$ cat src/inc/fpd_regs.svh
// Field positions, encodings and reset values for the floating-point slot decoder
// ****************************************************************
// Operation
// - Classify slot by major opcode group
// - Bit 33 picks extension lookup or reciprocal
// - Six-bit extension taken from bits 32:27
// - Bit 36 picks reciprocal or square root
// - Opcode zero whole, opcode one paired
// - Bits 35:34 report status field select
// - Opcodes 8-D decode multiply-add family
// - Opcode E, bit 36 clear: select
// - Opcode E, bit 36 set: integer multiply-add
// - Opcode 4 compare, bit 12 unconditional
// - Opcode 5 class test, bit 12 unconditional
// - Opcode zero control and conversion extensions
// - Extensions 14-17 minimum and maximum forms
// - Opcode one extensions 30-37 paired compares
// - Merge forms and paired conversions
// - Opcode zero pack, logic, swap, mix, extend
// ****************************************************************
`ifndef FPD_REGS_SVH
`define FPD_REGS_SVH

// ****************************************************************
// Slot fields
// ****************************************************************
`define FPD_OPC_HI     40
`define FPD_OPC_LO     37
`define FPD_Q_BIT      36
`define FPD_STAT_HI    35
`define FPD_STAT_LO    34
`define FPD_X_BIT      33
`define FPD_EXT_HI     32
`define FPD_EXT_LO     27
`define FPD_TA_BIT     12
`define FPD_DST_LO     6
`define FPD_SRC1_LO    13
`define FPD_SRC2_LO    20
`define FPD_SRC3_LO    27
`define FPD_PRED_LO    0
`define FPD_REG_W      7
`define FPD_PRED_W     6

// ****************************************************************
// Major opcodes and selector values
// ****************************************************************
`define FPD_OPC_MISC0  4'h0
`define FPD_OPC_MISC1  4'h1
`define FPD_OPC_CMP    4'h4
`define FPD_OPC_CLASS  4'h5
`define FPD_OPC_FMA_LO 4'h8
`define FPD_OPC_FMA_HI 4'hD
`define FPD_OPC_XMA    4'hE
`define FPD_MUL_LOW    2'h0
`define FPD_MUL_HU     2'h2
`define FPD_MUL_H      2'h3

// ****************************************************************
// Reset values
// ****************************************************************
`define FPD_RST_REG    7'h00
`define FPD_RST_PRED   6'h00
`define FPD_RST_STAT   2'h0

`endif

$ cat src/inc/fpd_pkg.sv
// Types shared by the floating-point slot decoder
package fpd_pkg;

  typedef logic [40:0] fpd_slot_t;
  typedef logic [6:0]  fpd_reg_t;
  typedef logic [5:0]  fpd_pred_t;
  typedef logic [1:0]  fpd_stat_t;

  typedef enum logic [2:0] {
    GRP_NONE, GRP_MISC, GRP_RECIP, GRP_FMA, GRP_XMA_SEL, GRP_CMP, GRP_CLASS
  } fpd_grp_e;

  typedef enum logic [1:0] {
    FMT_WHOLE, FMT_SINGLE, FMT_DOUBLE, FMT_PAIRED
  } fpd_fmt_e;

  typedef enum logic [5:0] {
    OP_NONE, OP_BREAK, OP_NOP, OP_SETC, OP_CLRF, OP_CHKF,
    OP_MERGE_S, OP_MERGE_NS, OP_MERGE_SE,
    OP_MIN, OP_MAX, OP_AMIN, OP_AMAX,
    OP_CVT_FX, OP_CVT_FXU, OP_CVT_FX_TRUNC, OP_CVT_FXU_TRUNC, OP_CVT_XF,
    OP_PACK, OP_AND, OP_ANDCM, OP_OR, OP_XOR,
    OP_SWAP, OP_SWAP_NL, OP_SWAP_NR, OP_MIX_LR, OP_MIX_R, OP_MIX_L,
    OP_SXT_R, OP_SXT_L,
    OP_CMP_EQ, OP_CMP_LT, OP_CMP_LE, OP_CMP_UNORD,
    OP_CMP_NEQ, OP_CMP_NLT, OP_CMP_NLE, OP_CMP_ORD,
    OP_RCPA, OP_RSQRTA, OP_MA, OP_MS, OP_NMA,
    OP_XMA_L, OP_XMA_HU, OP_XMA_H, OP_SELECT, OP_CLASS
  } fpd_op_e;

endpackage

$ cat src/rtl/fpd_field.sv
// Bit-field slice of an instruction slot
`timescale 1ns/1ps
module fpd_field #(
  parameter int LSB = 0,
  parameter int W   = 7
) (
  input  wire logic [40:0]  slot,
  output logic      [W-1:0] field
);
  assign field = slot[LSB +: W];
endmodule

$ cat src/rtl/fpd_ext_lookup.sv
// Six-bit extension lookup for major opcodes zero and one
`timescale 1ns/1ps
module fpd_ext_lookup (
  input  wire logic         opc_one,
  input  wire logic [5:0]   ext,
  output fpd_pkg::fpd_op_e  op,
  output fpd_pkg::fpd_fmt_e fmt,
  output logic              has_stat,
  output logic              hit
);
  import fpd_pkg::*;

  // ****************************************************************
  // Lookup
  // ****************************************************************
  always_comb
  begin
    op       = OP_NONE;
    has_stat = 1'b0;
    hit    = 1'b1;
    fmt    = opc_one ? FMT_PAIRED : FMT_WHOLE;
    case (ext)
      6'h10: op = OP_MERGE_S;
      6'h11: op = OP_MERGE_NS;
      6'h12: op = OP_MERGE_SE;
      6'h14: begin op = OP_MIN;  has_stat = 1'b1; end
      6'h15: begin op = OP_MAX;  has_stat = 1'b1; end
      6'h16: begin op = OP_AMIN; has_stat = 1'b1; end
      6'h17: begin op = OP_AMAX; has_stat = 1'b1; end
      6'h18: begin op = OP_CVT_FX;        has_stat = 1'b1; end
      6'h19: begin op = OP_CVT_FXU;       has_stat = 1'b1; end
      6'h1A: begin op = OP_CVT_FX_TRUNC;  has_stat = 1'b1; end
      6'h1B: begin op = OP_CVT_FXU_TRUNC; has_stat = 1'b1; end
      default:
      begin
        hit = 1'b0;
      end
    endcase
    if (!hit && !opc_one)
    begin
      hit = 1'b1;
      case (ext)
        6'h00: op = OP_BREAK;
        6'h01: op = OP_NOP;
        6'h04: begin op = OP_SETC; has_stat = 1'b1; end
        6'h05: begin op = OP_CLRF; has_stat = 1'b1; end
        6'h08: begin op = OP_CHKF; has_stat = 1'b1; end
        6'h1C: op = OP_CVT_XF;
        6'h28: op = OP_PACK;
        6'h2C: op = OP_AND;
        6'h2D: op = OP_ANDCM;
        6'h2E: op = OP_OR;
        6'h2F: op = OP_XOR;
        6'h34: op = OP_SWAP;
        6'h35: op = OP_SWAP_NL;
        6'h36: op = OP_SWAP_NR;
        6'h39: op = OP_MIX_LR;
        6'h3A: op = OP_MIX_R;
        6'h3B: op = OP_MIX_L;
        6'h3C: op = OP_SXT_R;
        6'h3D: op = OP_SXT_L;
        default: hit = 1'b0;
      endcase
    end
    else if (!hit && opc_one)
    begin
      hit      = 1'b1;
      has_stat = 1'b1;
      case (ext)
        6'h30: op = OP_CMP_EQ;
        6'h31: op = OP_CMP_LT;
        6'h32: op = OP_CMP_LE;
        6'h33: op = OP_CMP_UNORD;
        6'h34: op = OP_CMP_NEQ;
        6'h35: op = OP_CMP_NLT;
        6'h36: op = OP_CMP_NLE;
        6'h37: op = OP_CMP_ORD;
        default:
        begin
          hit      = 1'b0;
          has_stat = 1'b0;
        end
      endcase
    end
  end
endmodule

$ cat src/rtl/fpd_decoder.sv
// Single-cycle decoder for floating-point instruction slots
`timescale 1ns/1ps
`include "fpd_regs.svh"
module fpd_decoder (
  input  wire logic             CLK_SYS,
  input  wire logic             RST,
  input  wire logic             CE,
  input  wire logic             SLOT_VALID,
  input  wire fpd_pkg::fpd_slot_t SLOT,
  output logic                  OUT_VALID,
  output fpd_pkg::fpd_grp_e     OP_GROUP,
  output fpd_pkg::fpd_op_e      OP_ID,
  output fpd_pkg::fpd_fmt_e     OP_FORMAT,
  output fpd_pkg::fpd_stat_t    STATUS_FIELD_SELECT,
  output logic                  HAS_STATUS_FIELD,
  output logic                  WRITES_PREDICATE,
  output logic                  UNCONDITIONAL_FORM,
  output logic                  UNASSIGNED,
  output fpd_pkg::fpd_reg_t     DEST_REG,
  output fpd_pkg::fpd_reg_t     SRC1_REG,
  output fpd_pkg::fpd_reg_t     SRC2_REG,
  output fpd_pkg::fpd_reg_t     SRC3_REG,
  output fpd_pkg::fpd_pred_t    QUALIFYING_PREDICATE
);
  import fpd_pkg::*;

  // ****************************************************************
  // Slot fields
  // ****************************************************************
  logic [3:0] major_opc;
  logic       q_bit;
  logic       x_bit;
  logic       ta_bit;
  logic [1:0] stat_field;
  logic [1:0] multiply_form_select;
  logic [5:0] six_bit_extension;
  fpd_reg_t   dst_f;
  fpd_reg_t   src1_f;
  fpd_reg_t   src2_f;
  fpd_reg_t   src3_f;
  fpd_pred_t  pred_f;

  assign major_opc            = SLOT[`FPD_OPC_HI:`FPD_OPC_LO];
  assign q_bit                = SLOT[`FPD_Q_BIT];
  assign x_bit                = SLOT[`FPD_X_BIT];
  assign ta_bit               = SLOT[`FPD_TA_BIT];
  assign stat_field           = SLOT[`FPD_STAT_HI:`FPD_STAT_LO];
  // Same bits as the status field; meaning depends on major opcode
  assign multiply_form_select = SLOT[`FPD_STAT_HI:`FPD_STAT_LO];
  // Upper pair 32:31 and lower nibble 30:27 form one contiguous field
  assign six_bit_extension    = SLOT[`FPD_EXT_HI:`FPD_EXT_LO];

  // ****************************************************************
  // Register index slices
  // ****************************************************************
  fpd_field #(.LSB(`FPD_DST_LO), .W(`FPD_REG_W)) u_dst (
    .slot  (SLOT),
    .field (dst_f)
  );

  fpd_field #(.LSB(`FPD_SRC1_LO), .W(`FPD_REG_W)) u_src1 (
    .slot  (SLOT),
    .field (src1_f)
  );

  fpd_field #(.LSB(`FPD_SRC2_LO), .W(`FPD_REG_W)) u_src2 (
    .slot  (SLOT),
    .field (src2_f)
  );

  fpd_field #(.LSB(`FPD_SRC3_LO), .W(`FPD_REG_W)) u_src3 (
    .slot  (SLOT),
    .field (src3_f)
  );

  fpd_field #(.LSB(`FPD_PRED_LO), .W(`FPD_PRED_W)) u_pred (
    .slot  (SLOT),
    .field (pred_f)
  );

  // ****************************************************************
  // Extension lookup
  // ****************************************************************
  fpd_op_e  ext_op;
  fpd_fmt_e ext_fmt;
  logic     ext_has_stat;
  logic     ext_hit;

  fpd_ext_lookup u_ext (
    .opc_one (major_opc == `FPD_OPC_MISC1),
    .ext     (six_bit_extension),
    .op      (ext_op),
    .fmt     (ext_fmt),
    .has_stat (ext_has_stat),
    .hit     (ext_hit)
  );

  // ****************************************************************
  // Decode state
  // ****************************************************************
  logic      valid_reg;
  logic      valid_next;
  fpd_grp_e  grp_reg;
  fpd_grp_e  grp_next;
  fpd_op_e   op_reg;
  fpd_op_e   op_next;
  fpd_fmt_e  fmt_reg;
  fpd_fmt_e  fmt_next;
  fpd_stat_t stat_reg;
  fpd_stat_t stat_next;
  logic      has_stat_reg;
  logic      has_stat_next;
  logic      wr_pred_reg;
  logic      wr_pred_next;
  logic      unc_reg;
  logic      unc_next;
  logic      unassigned_reg;
  logic      unassigned_next;

  // Classification is purely a function of the slot; one stage of
  // registers keeps the dispatch path short at the cost of a cycle.
  always_comb
  begin
    valid_next      = SLOT_VALID;
    grp_next        = GRP_NONE;
    op_next         = OP_NONE;
    fmt_next        = FMT_WHOLE;
    stat_next       = `FPD_RST_STAT;
    has_stat_next   = 1'b0;
    wr_pred_next    = 1'b0;
    unc_next        = 1'b0;
    unassigned_next = 1'b0;
    case (major_opc)
      `FPD_OPC_MISC0,
      `FPD_OPC_MISC1:
      begin
        if (x_bit)
        begin
          grp_next     = GRP_RECIP;
          op_next      = q_bit ? OP_RSQRTA : OP_RCPA;
          fmt_next     = (major_opc == `FPD_OPC_MISC1) ? FMT_PAIRED : FMT_WHOLE;
          has_stat_next = 1'b1;
          wr_pred_next = 1'b1;
        end
        else
        begin
          grp_next        = GRP_MISC;
          op_next         = ext_op;
          fmt_next        = ext_fmt;
          has_stat_next   = ext_has_stat;
          wr_pred_next    = 1'b0;
          unassigned_next = !ext_hit;
        end
      end
      `FPD_OPC_CMP:
      begin
        grp_next      = GRP_CMP;
        has_stat_next = 1'b1;
        wr_pred_next = 1'b1;
        unc_next     = ta_bit;
        case ({x_bit, q_bit})
          2'b00: op_next = OP_CMP_EQ;
          2'b01: op_next = OP_CMP_LT;
          2'b10: op_next = OP_CMP_LE;
          2'b11: op_next = OP_CMP_UNORD;
          default: op_next = OP_NONE;
        endcase
      end
      `FPD_OPC_CLASS:
      begin
        grp_next     = GRP_CLASS;
        op_next      = OP_CLASS;
        wr_pred_next = 1'b1;
        unc_next     = ta_bit;
      end
      `FPD_OPC_XMA:
      begin
        grp_next = GRP_XMA_SEL;
        if (!q_bit)
        begin
          op_next = OP_SELECT;
        end
        else
        begin
          case (multiply_form_select)
            `FPD_MUL_LOW: op_next = OP_XMA_L;
            `FPD_MUL_HU:  op_next = OP_XMA_HU;
            `FPD_MUL_H:   op_next = OP_XMA_H;
            default:     unassigned_next = 1'b1;
          endcase
        end
      end
      default:
      begin
        if (major_opc >= `FPD_OPC_FMA_LO && major_opc <= `FPD_OPC_FMA_HI)
        begin
          grp_next      = GRP_FMA;
          has_stat_next = 1'b1;
          case (major_opc[2:1])
            2'b00:   op_next = OP_MA;
            2'b01:   op_next = OP_MS;
            default: op_next = OP_NMA;
          endcase
          // Odd opcodes are double or paired, even ones whole or single
          if (major_opc[0])
          begin
            fmt_next = q_bit ? FMT_PAIRED : FMT_DOUBLE;
          end
          else
          begin
            fmt_next = q_bit ? FMT_SINGLE : FMT_WHOLE;
          end
        end
        else
        begin
          unassigned_next = 1'b1;
        end
      end
    endcase
    // Status field is reported only where the operation carries one
    if (has_stat_next)
    begin
      stat_next = stat_field;
    end
    // An unassigned encoding never reports an operation
    if (unassigned_next)
    begin
      grp_next     = GRP_NONE;
      op_next      = OP_NONE;
      fmt_next      = FMT_WHOLE;
      has_stat_next = 1'b0;
      stat_next     = `FPD_RST_STAT;
      wr_pred_next = 1'b0;
      unc_next     = 1'b0;
    end
    // Idle cycles present a quiet, all-zero decode
    if (!SLOT_VALID)
    begin
      grp_next        = GRP_NONE;
      op_next         = OP_NONE;
      fmt_next        = FMT_WHOLE;
      has_stat_next   = 1'b0;
      stat_next       = `FPD_RST_STAT;
      wr_pred_next    = 1'b0;
      unc_next        = 1'b0;
      unassigned_next = 1'b0;
    end
  end

  always_ff @(posedge CLK_SYS)
  begin
    if (RST)
    begin
      valid_reg      <= 1'b0;
      grp_reg        <= GRP_NONE;
      op_reg         <= OP_NONE;
      fmt_reg        <= FMT_WHOLE;
      stat_reg       <= `FPD_RST_STAT;
      has_stat_reg   <= 1'b0;
      wr_pred_reg    <= 1'b0;
      unc_reg        <= 1'b0;
      unassigned_reg <= 1'b0;
    end
    else if (CE)
    begin
      valid_reg      <= valid_next;
      grp_reg        <= grp_next;
      op_reg         <= op_next;
      fmt_reg        <= fmt_next;
      stat_reg       <= stat_next;
      has_stat_reg   <= has_stat_next;
      wr_pred_reg    <= wr_pred_next;
      unc_reg        <= unc_next;
      unassigned_reg <= unassigned_next;
    end
  end

  // ****************************************************************
  // Operand state
  // ****************************************************************
  fpd_reg_t dst_reg;
  fpd_reg_t dst_next;
  fpd_reg_t src1_reg;
  fpd_reg_t src1_next;
  fpd_reg_t src2_reg;
  fpd_reg_t src2_next;
  fpd_reg_t src3_reg;
  fpd_reg_t src3_next;
  fpd_pred_t pred_reg;
  fpd_pred_t pred_next;

  // Indices are passed raw; formats without a given source leave the
  // unused slice for the execution side to ignore.
  always_comb
  begin
    dst_next  = `FPD_RST_REG;
    src1_next = `FPD_RST_REG;
    src2_next = `FPD_RST_REG;
    src3_next = `FPD_RST_REG;
    pred_next = `FPD_RST_PRED;
    if (SLOT_VALID)
    begin
      dst_next  = dst_f;
      src1_next = src1_f;
      src2_next = src2_f;
      src3_next = src3_f;
      pred_next = pred_f;
    end
  end

  always_ff @(posedge CLK_SYS)
  begin
    if (RST)
    begin
      dst_reg  <= `FPD_RST_REG;
      src1_reg <= `FPD_RST_REG;
      src2_reg <= `FPD_RST_REG;
      src3_reg <= `FPD_RST_REG;
      pred_reg <= `FPD_RST_PRED;
    end
    else if (CE)
    begin
      dst_reg  <= dst_next;
      src1_reg <= src1_next;
      src2_reg <= src2_next;
      src3_reg <= src3_next;
      pred_reg <= pred_next;
    end
  end

  // ****************************************************************
  // Outputs
  // ****************************************************************
  assign OUT_VALID            = valid_reg;
  assign OP_GROUP             = grp_reg;
  assign OP_ID                = op_reg;
  assign OP_FORMAT            = fmt_reg;
  assign STATUS_FIELD_SELECT  = stat_reg;
  assign HAS_STATUS_FIELD     = has_stat_reg;
  assign WRITES_PREDICATE     = wr_pred_reg;
  assign UNCONDITIONAL_FORM   = unc_reg;
  assign UNASSIGNED           = unassigned_reg;
  assign DEST_REG             = dst_reg;
  assign SRC1_REG             = src1_reg;
  assign SRC2_REG             = src2_reg;
  assign SRC3_REG             = src3_reg;
  assign QUALIFYING_PREDICATE = pred_reg;

endmodule

$ cat config.mk
export PLATFORM = sky130hd
export DESIGN_NAME = fpd_decoder
export DESIGN_NICKNAME = d
export VERILOG_FILES = /design/src/inc/fpd_pkg.sv /design/src/rtl/fpd_field.sv /design/src/rtl/fpd_ext_lookup.sv /design/src/rtl/fpd_decoder.sv
export VERILOG_INCLUDE_DIRS = /design/src /design/src/inc
export SDC_FILE = /design/constraint.sdc
export NUM_CORES = 1
export LEC_CHECK = 0
export BUFFER_PORTS_ARGS = -buffer_cell sky130_fd_sc_hd__buf_2
export CAP_MARGIN = 10
export CORE_MARGIN = 2
export CORE_UTILIZATION = 52
export DETAILED_ROUTE_END_ITERATION = 6
export PLACE_DENSITY = 0.8
export SYNTH_ARGS = -nofsm -noshare
export SYNTH_HDL_FRONTEND = slang
export SYNTH_HIERARCHICAL = 1
export SYNTH_SLANG_ARGS = --single-unit
$ cat constraint.sdc
create_clock -name CLK_SYS -period 3.2 [get_ports CLK_SYS]
set_input_delay 0.32 -clock CLK_SYS [delete_from_list [all_inputs] [get_ports CLK_SYS]]
set_output_delay 0.32 -clock CLK_SYS [all_outputs]
set_load 0.03 [all_outputs]
==> summary.txt <==
Setup path
  • WP buf/inv: 1
  • Worst R2R Path Depth: 3
  • Critical Path AT: roughly 2700 ps
  • Critical R2R Capture: OP_FORMAT[1]
  • Worst r2r src: OP_FORMAT[1]
  • Reg2Reg Setup Slack: ~2400 ps
  • CP top delay family: simple AND/OR/NAND/NOR gates
  • Largest fanout on the critical path: 12
  • Slowest cell on crit path: nor3b_1
  • Type of destination of the critical path: register
  • CP Class: in -> reg
  • CP Cell Sequence: buf_2 -> or2_1 -> nor2_1 -> and2_1 -> nor3b_1 -> or4_1 -> a21o_1 -> o221ai_1 -> a21oi_1 -> o211ai_1 -> a32o_1
  • CP Launch Type: input port
  • Max stage delay on crit path: around 450 ps
  • Worst path required time: about 3400 ps

Synthesis
  • Ys flop type: dfxtp_1
  • Post-synth top area cell: dfxtp_1
  • Netlist cell types: 72
  • Synthesis-stage register bit count: 52
  • Ys async rst share: 0
  • Post-synthesis sequential area ratio: 0.321
  • Synth Instances: 396
  • Syn. warnings: 6
  • Post-synth top cells: dfxtp_1, nor2_1, buf_4, a22oi_1, nand2_1
  • Ranking of synthesized cells by area: dfxtp_1, buf_4, a22oi_1, nor2_1, a21oi_1
  • Avg Inst Size Synth: about 8.2 sq um
  • Top-area cell type share of the netlist area: 0.321
  • Top-count cell post-synth: dfxtp_1
  • Post-synth net total: between 400 and 500
  • Number of flops mapped to enable cells by yosys: 0
  • Netlist Area Pre-Place: about 3200 sq um

Detailed routing
  • Initial DRT Pass Iterations: 5
  • Via density: approximately 6.0
  • DRC viols: 0
  • DR WL/cell: 15.2 um
  • DRT iter0 DRCs: around 350
  • Routed Antenna Nets: 0
  • Vias: just over 3000
  • Total wire length: 7700 um

Timing
  • Final setup fails: 0
  • Slew Viols, Final: 0
  • Final-report hold violation count: 0
  • Skew final: 0 ps
  • Setup ws final: roughly 740 ps
  • Minimum period implied by the final worst setup slack: around 2500 ps
  • Final period utilization: 0.767
  • Fmax: between 0.4 and 0.5 GHz
  • Fin Setup TNS: 0 ps
  • Slew of the pin with the lowest slew margin: 762 ps
  • Slew margin rel.: 0.492
  • Unrepaired setup endpoints after global routing: false

Layout
  • Antenna diodes: 0
  • Synth-to-Final Area Change: 6.36%
  • Storage cell area: 1040 sq um
  • Footprint of the multi-input gates: 1690 sq um
  • Final net count: 479
  • Layout cells sized above 1: 0.291
  • Layout filler cell count: about 560

Clock tree
  • Clk_lat worst skew: roughly 310 ps
  • H-tree levels: 2
  • Hold_buf cts: 0
  • Total CTS buffers: 5
  • Post_cts resized: 0
  • CTS tree: yes
  • Clock Path Buffers: 2
  • CTS sink cnt: 52
  • CTS root buf: clkbuf_8
  • Postcts setup bufs: 0
  • Clk slew on worst S/H paths: around 100 ps

Placement
  • Post-DP HPWL: about 5400 um
  • PortBufs: 96
  • Pre-CTS setup slack: approximately 470 ps
  • Routability congestion estimate from global placement: around 0.93

Die
  • Die span in x: a little over 80 um
  • Starting Density: 0.542
  • Rows: 28
  • I/O pin count: between 90 and 100
  • Die height: 83.0 um
  • Core box area: ~6000 sq um
  • Die area: ~6900 sq um

Pwr
  • Internal power: roughly 940 uW
  • Combinational fraction of design power: 0.232
  • Leakage: roughly 0.0015 uW
  • Peak supply drop: approximately 0.28 mV
  • Switching share of power: 0.320
  • PD cells: 400 nW/um^2
  • Sw Pwr: approximately 440 uW
  • Sequential fraction of design power: 0.493
  • Clk pwr share: 0.275

Min path
  • Hold Path Sink: DEST_REG[2]
  • Min-Delay Path Class: in -> reg
  • Hold path cells: 3
  • Hold path start: SLOT[8]

Run
  • Max Cap Viol: 0

GRT
  • Total GRT Usage: 0.217
  • Initial antenna violation count: 0
  • Vias in the first global route: between 2000 and 3000
  • First-pass GRT wire length: between 10000 and 15000 um
  • Largest net degree at the start of global routing: 45
  • Grt total ovfl: 0

Run status
  • Status: completed
flip-flops by register name, summed over array words and instances, names as in the netlist:
register and flops:
DEST_REG 7, SRC1_REG 7, SRC2_REG 7, SRC3_REG 7, OP_ID 6, QUALIFYING_PREDICATE 6, OP_GROUP 3, OP_FORMAT 2
STATUS_FIELD_SELECT 2, HAS_STATUS_FIELD 1, OUT_VALID 1, UNASSIGNED 1, UNCONDITIONAL_FORM 1, WRITES_PREDICATE 1
power by group through the flow:
stage	registers (uW)	clock network, uW	logic (uW)
finish	681	380	321
global route	685	416	351
CTS	681	386	319
detailed placement	696	0	318
global placement	695	0	315
floorplan	742	0	223
final cells by class:
class,instances,share of cell area
clock inverter,2,0.00399
timing repair buffer,99,0.146
clock buffer,6,0.0210
sequential,52,0.302
inverter,11,0.0120
multi-input combinational,263,0.489
tap,75,0.0272
cell families after synthesis:
group                    synth area share
buffers and inverters               0.160
AND/OR/NAND/NOR                     0.182
XOR/XNOR                           0.0131
multiplexers                       0.0200
AO/OA/AOI/OAI                       0.294
flip-flops                          0.321
adder cells (fa/ha/maj)            0.0108
worst register-to-register path, cell delays in order, from the launching register on:
cell and delay (ps):
dfxtp_1 360, nand2_1 80, a31o_1 210, a21oi_1 100
through the flow:
stage | utilization | total power, uW | std cells | hold WS [ps] | instance area [sq um]
final | 0.576 | 1380 | 508 | 233 | 3450
after global routing | 0.576 | 1450 | 508 | 242 | 3450
after CTS | 0.576 | 1390 | 508 | 230 | 3450
after detailed placement | 0.562 | 1010 | 500 | 448 | 3370
after global placement | 0.562 | 1010 | 500 | 431 | 3370
after floorplan | - | 966 | 396 | 446 | 3250
metal layers:
metal  wire length [um]  track usage
met2               3500        0.334
met1               3480        0.298
met5                  0            0
met3                593       0.0527
met4                120       0.0700
worst max path at each step:
stage | startpoint | end | cells after the start
global placement | SLOT[38] | OP_ID[0] | 11
floorplan | SLOT[40] | OP_ID[0] | 11
detailed placement | SLOT[38] | OP_ID[0] | 11
global route | SLOT[38] | OP_FORMAT[0] | 11
CTS | SLOT[38] | OP_FORMAT[0] | 11
finish | SLOT[38] | OP_ID[0] | 11
placed cells by master (no fill, tap or decap), types with 5 or more instances in the layout:
| cell | Yosys | routed |
|---|---|---|
| nor2_1 | 49 | 49 |
| o21ai_0 | 11 | 11 |
| o21ai_1 | 6 | 6 |
| dfxtp_1 | 52 | 52 |
| a22oi_1 | 39 | 39 |
| nand2b_1 | 6 | 6 |
| a21oi_1 | 18 | 18 |
| nand2_1 | 24 | 24 |
| nand3_1 | 7 | 7 |
| inv_1 | 9 | 9 |
| buf_2 | 11 | 96 |
| o22ai_1 | 7 | 7 |
| a211oi_1 | 6 | 6 |
| clkbuf_8 | 0 | 5 |
No activity file was read; power rests on OpenSTA's default activity.
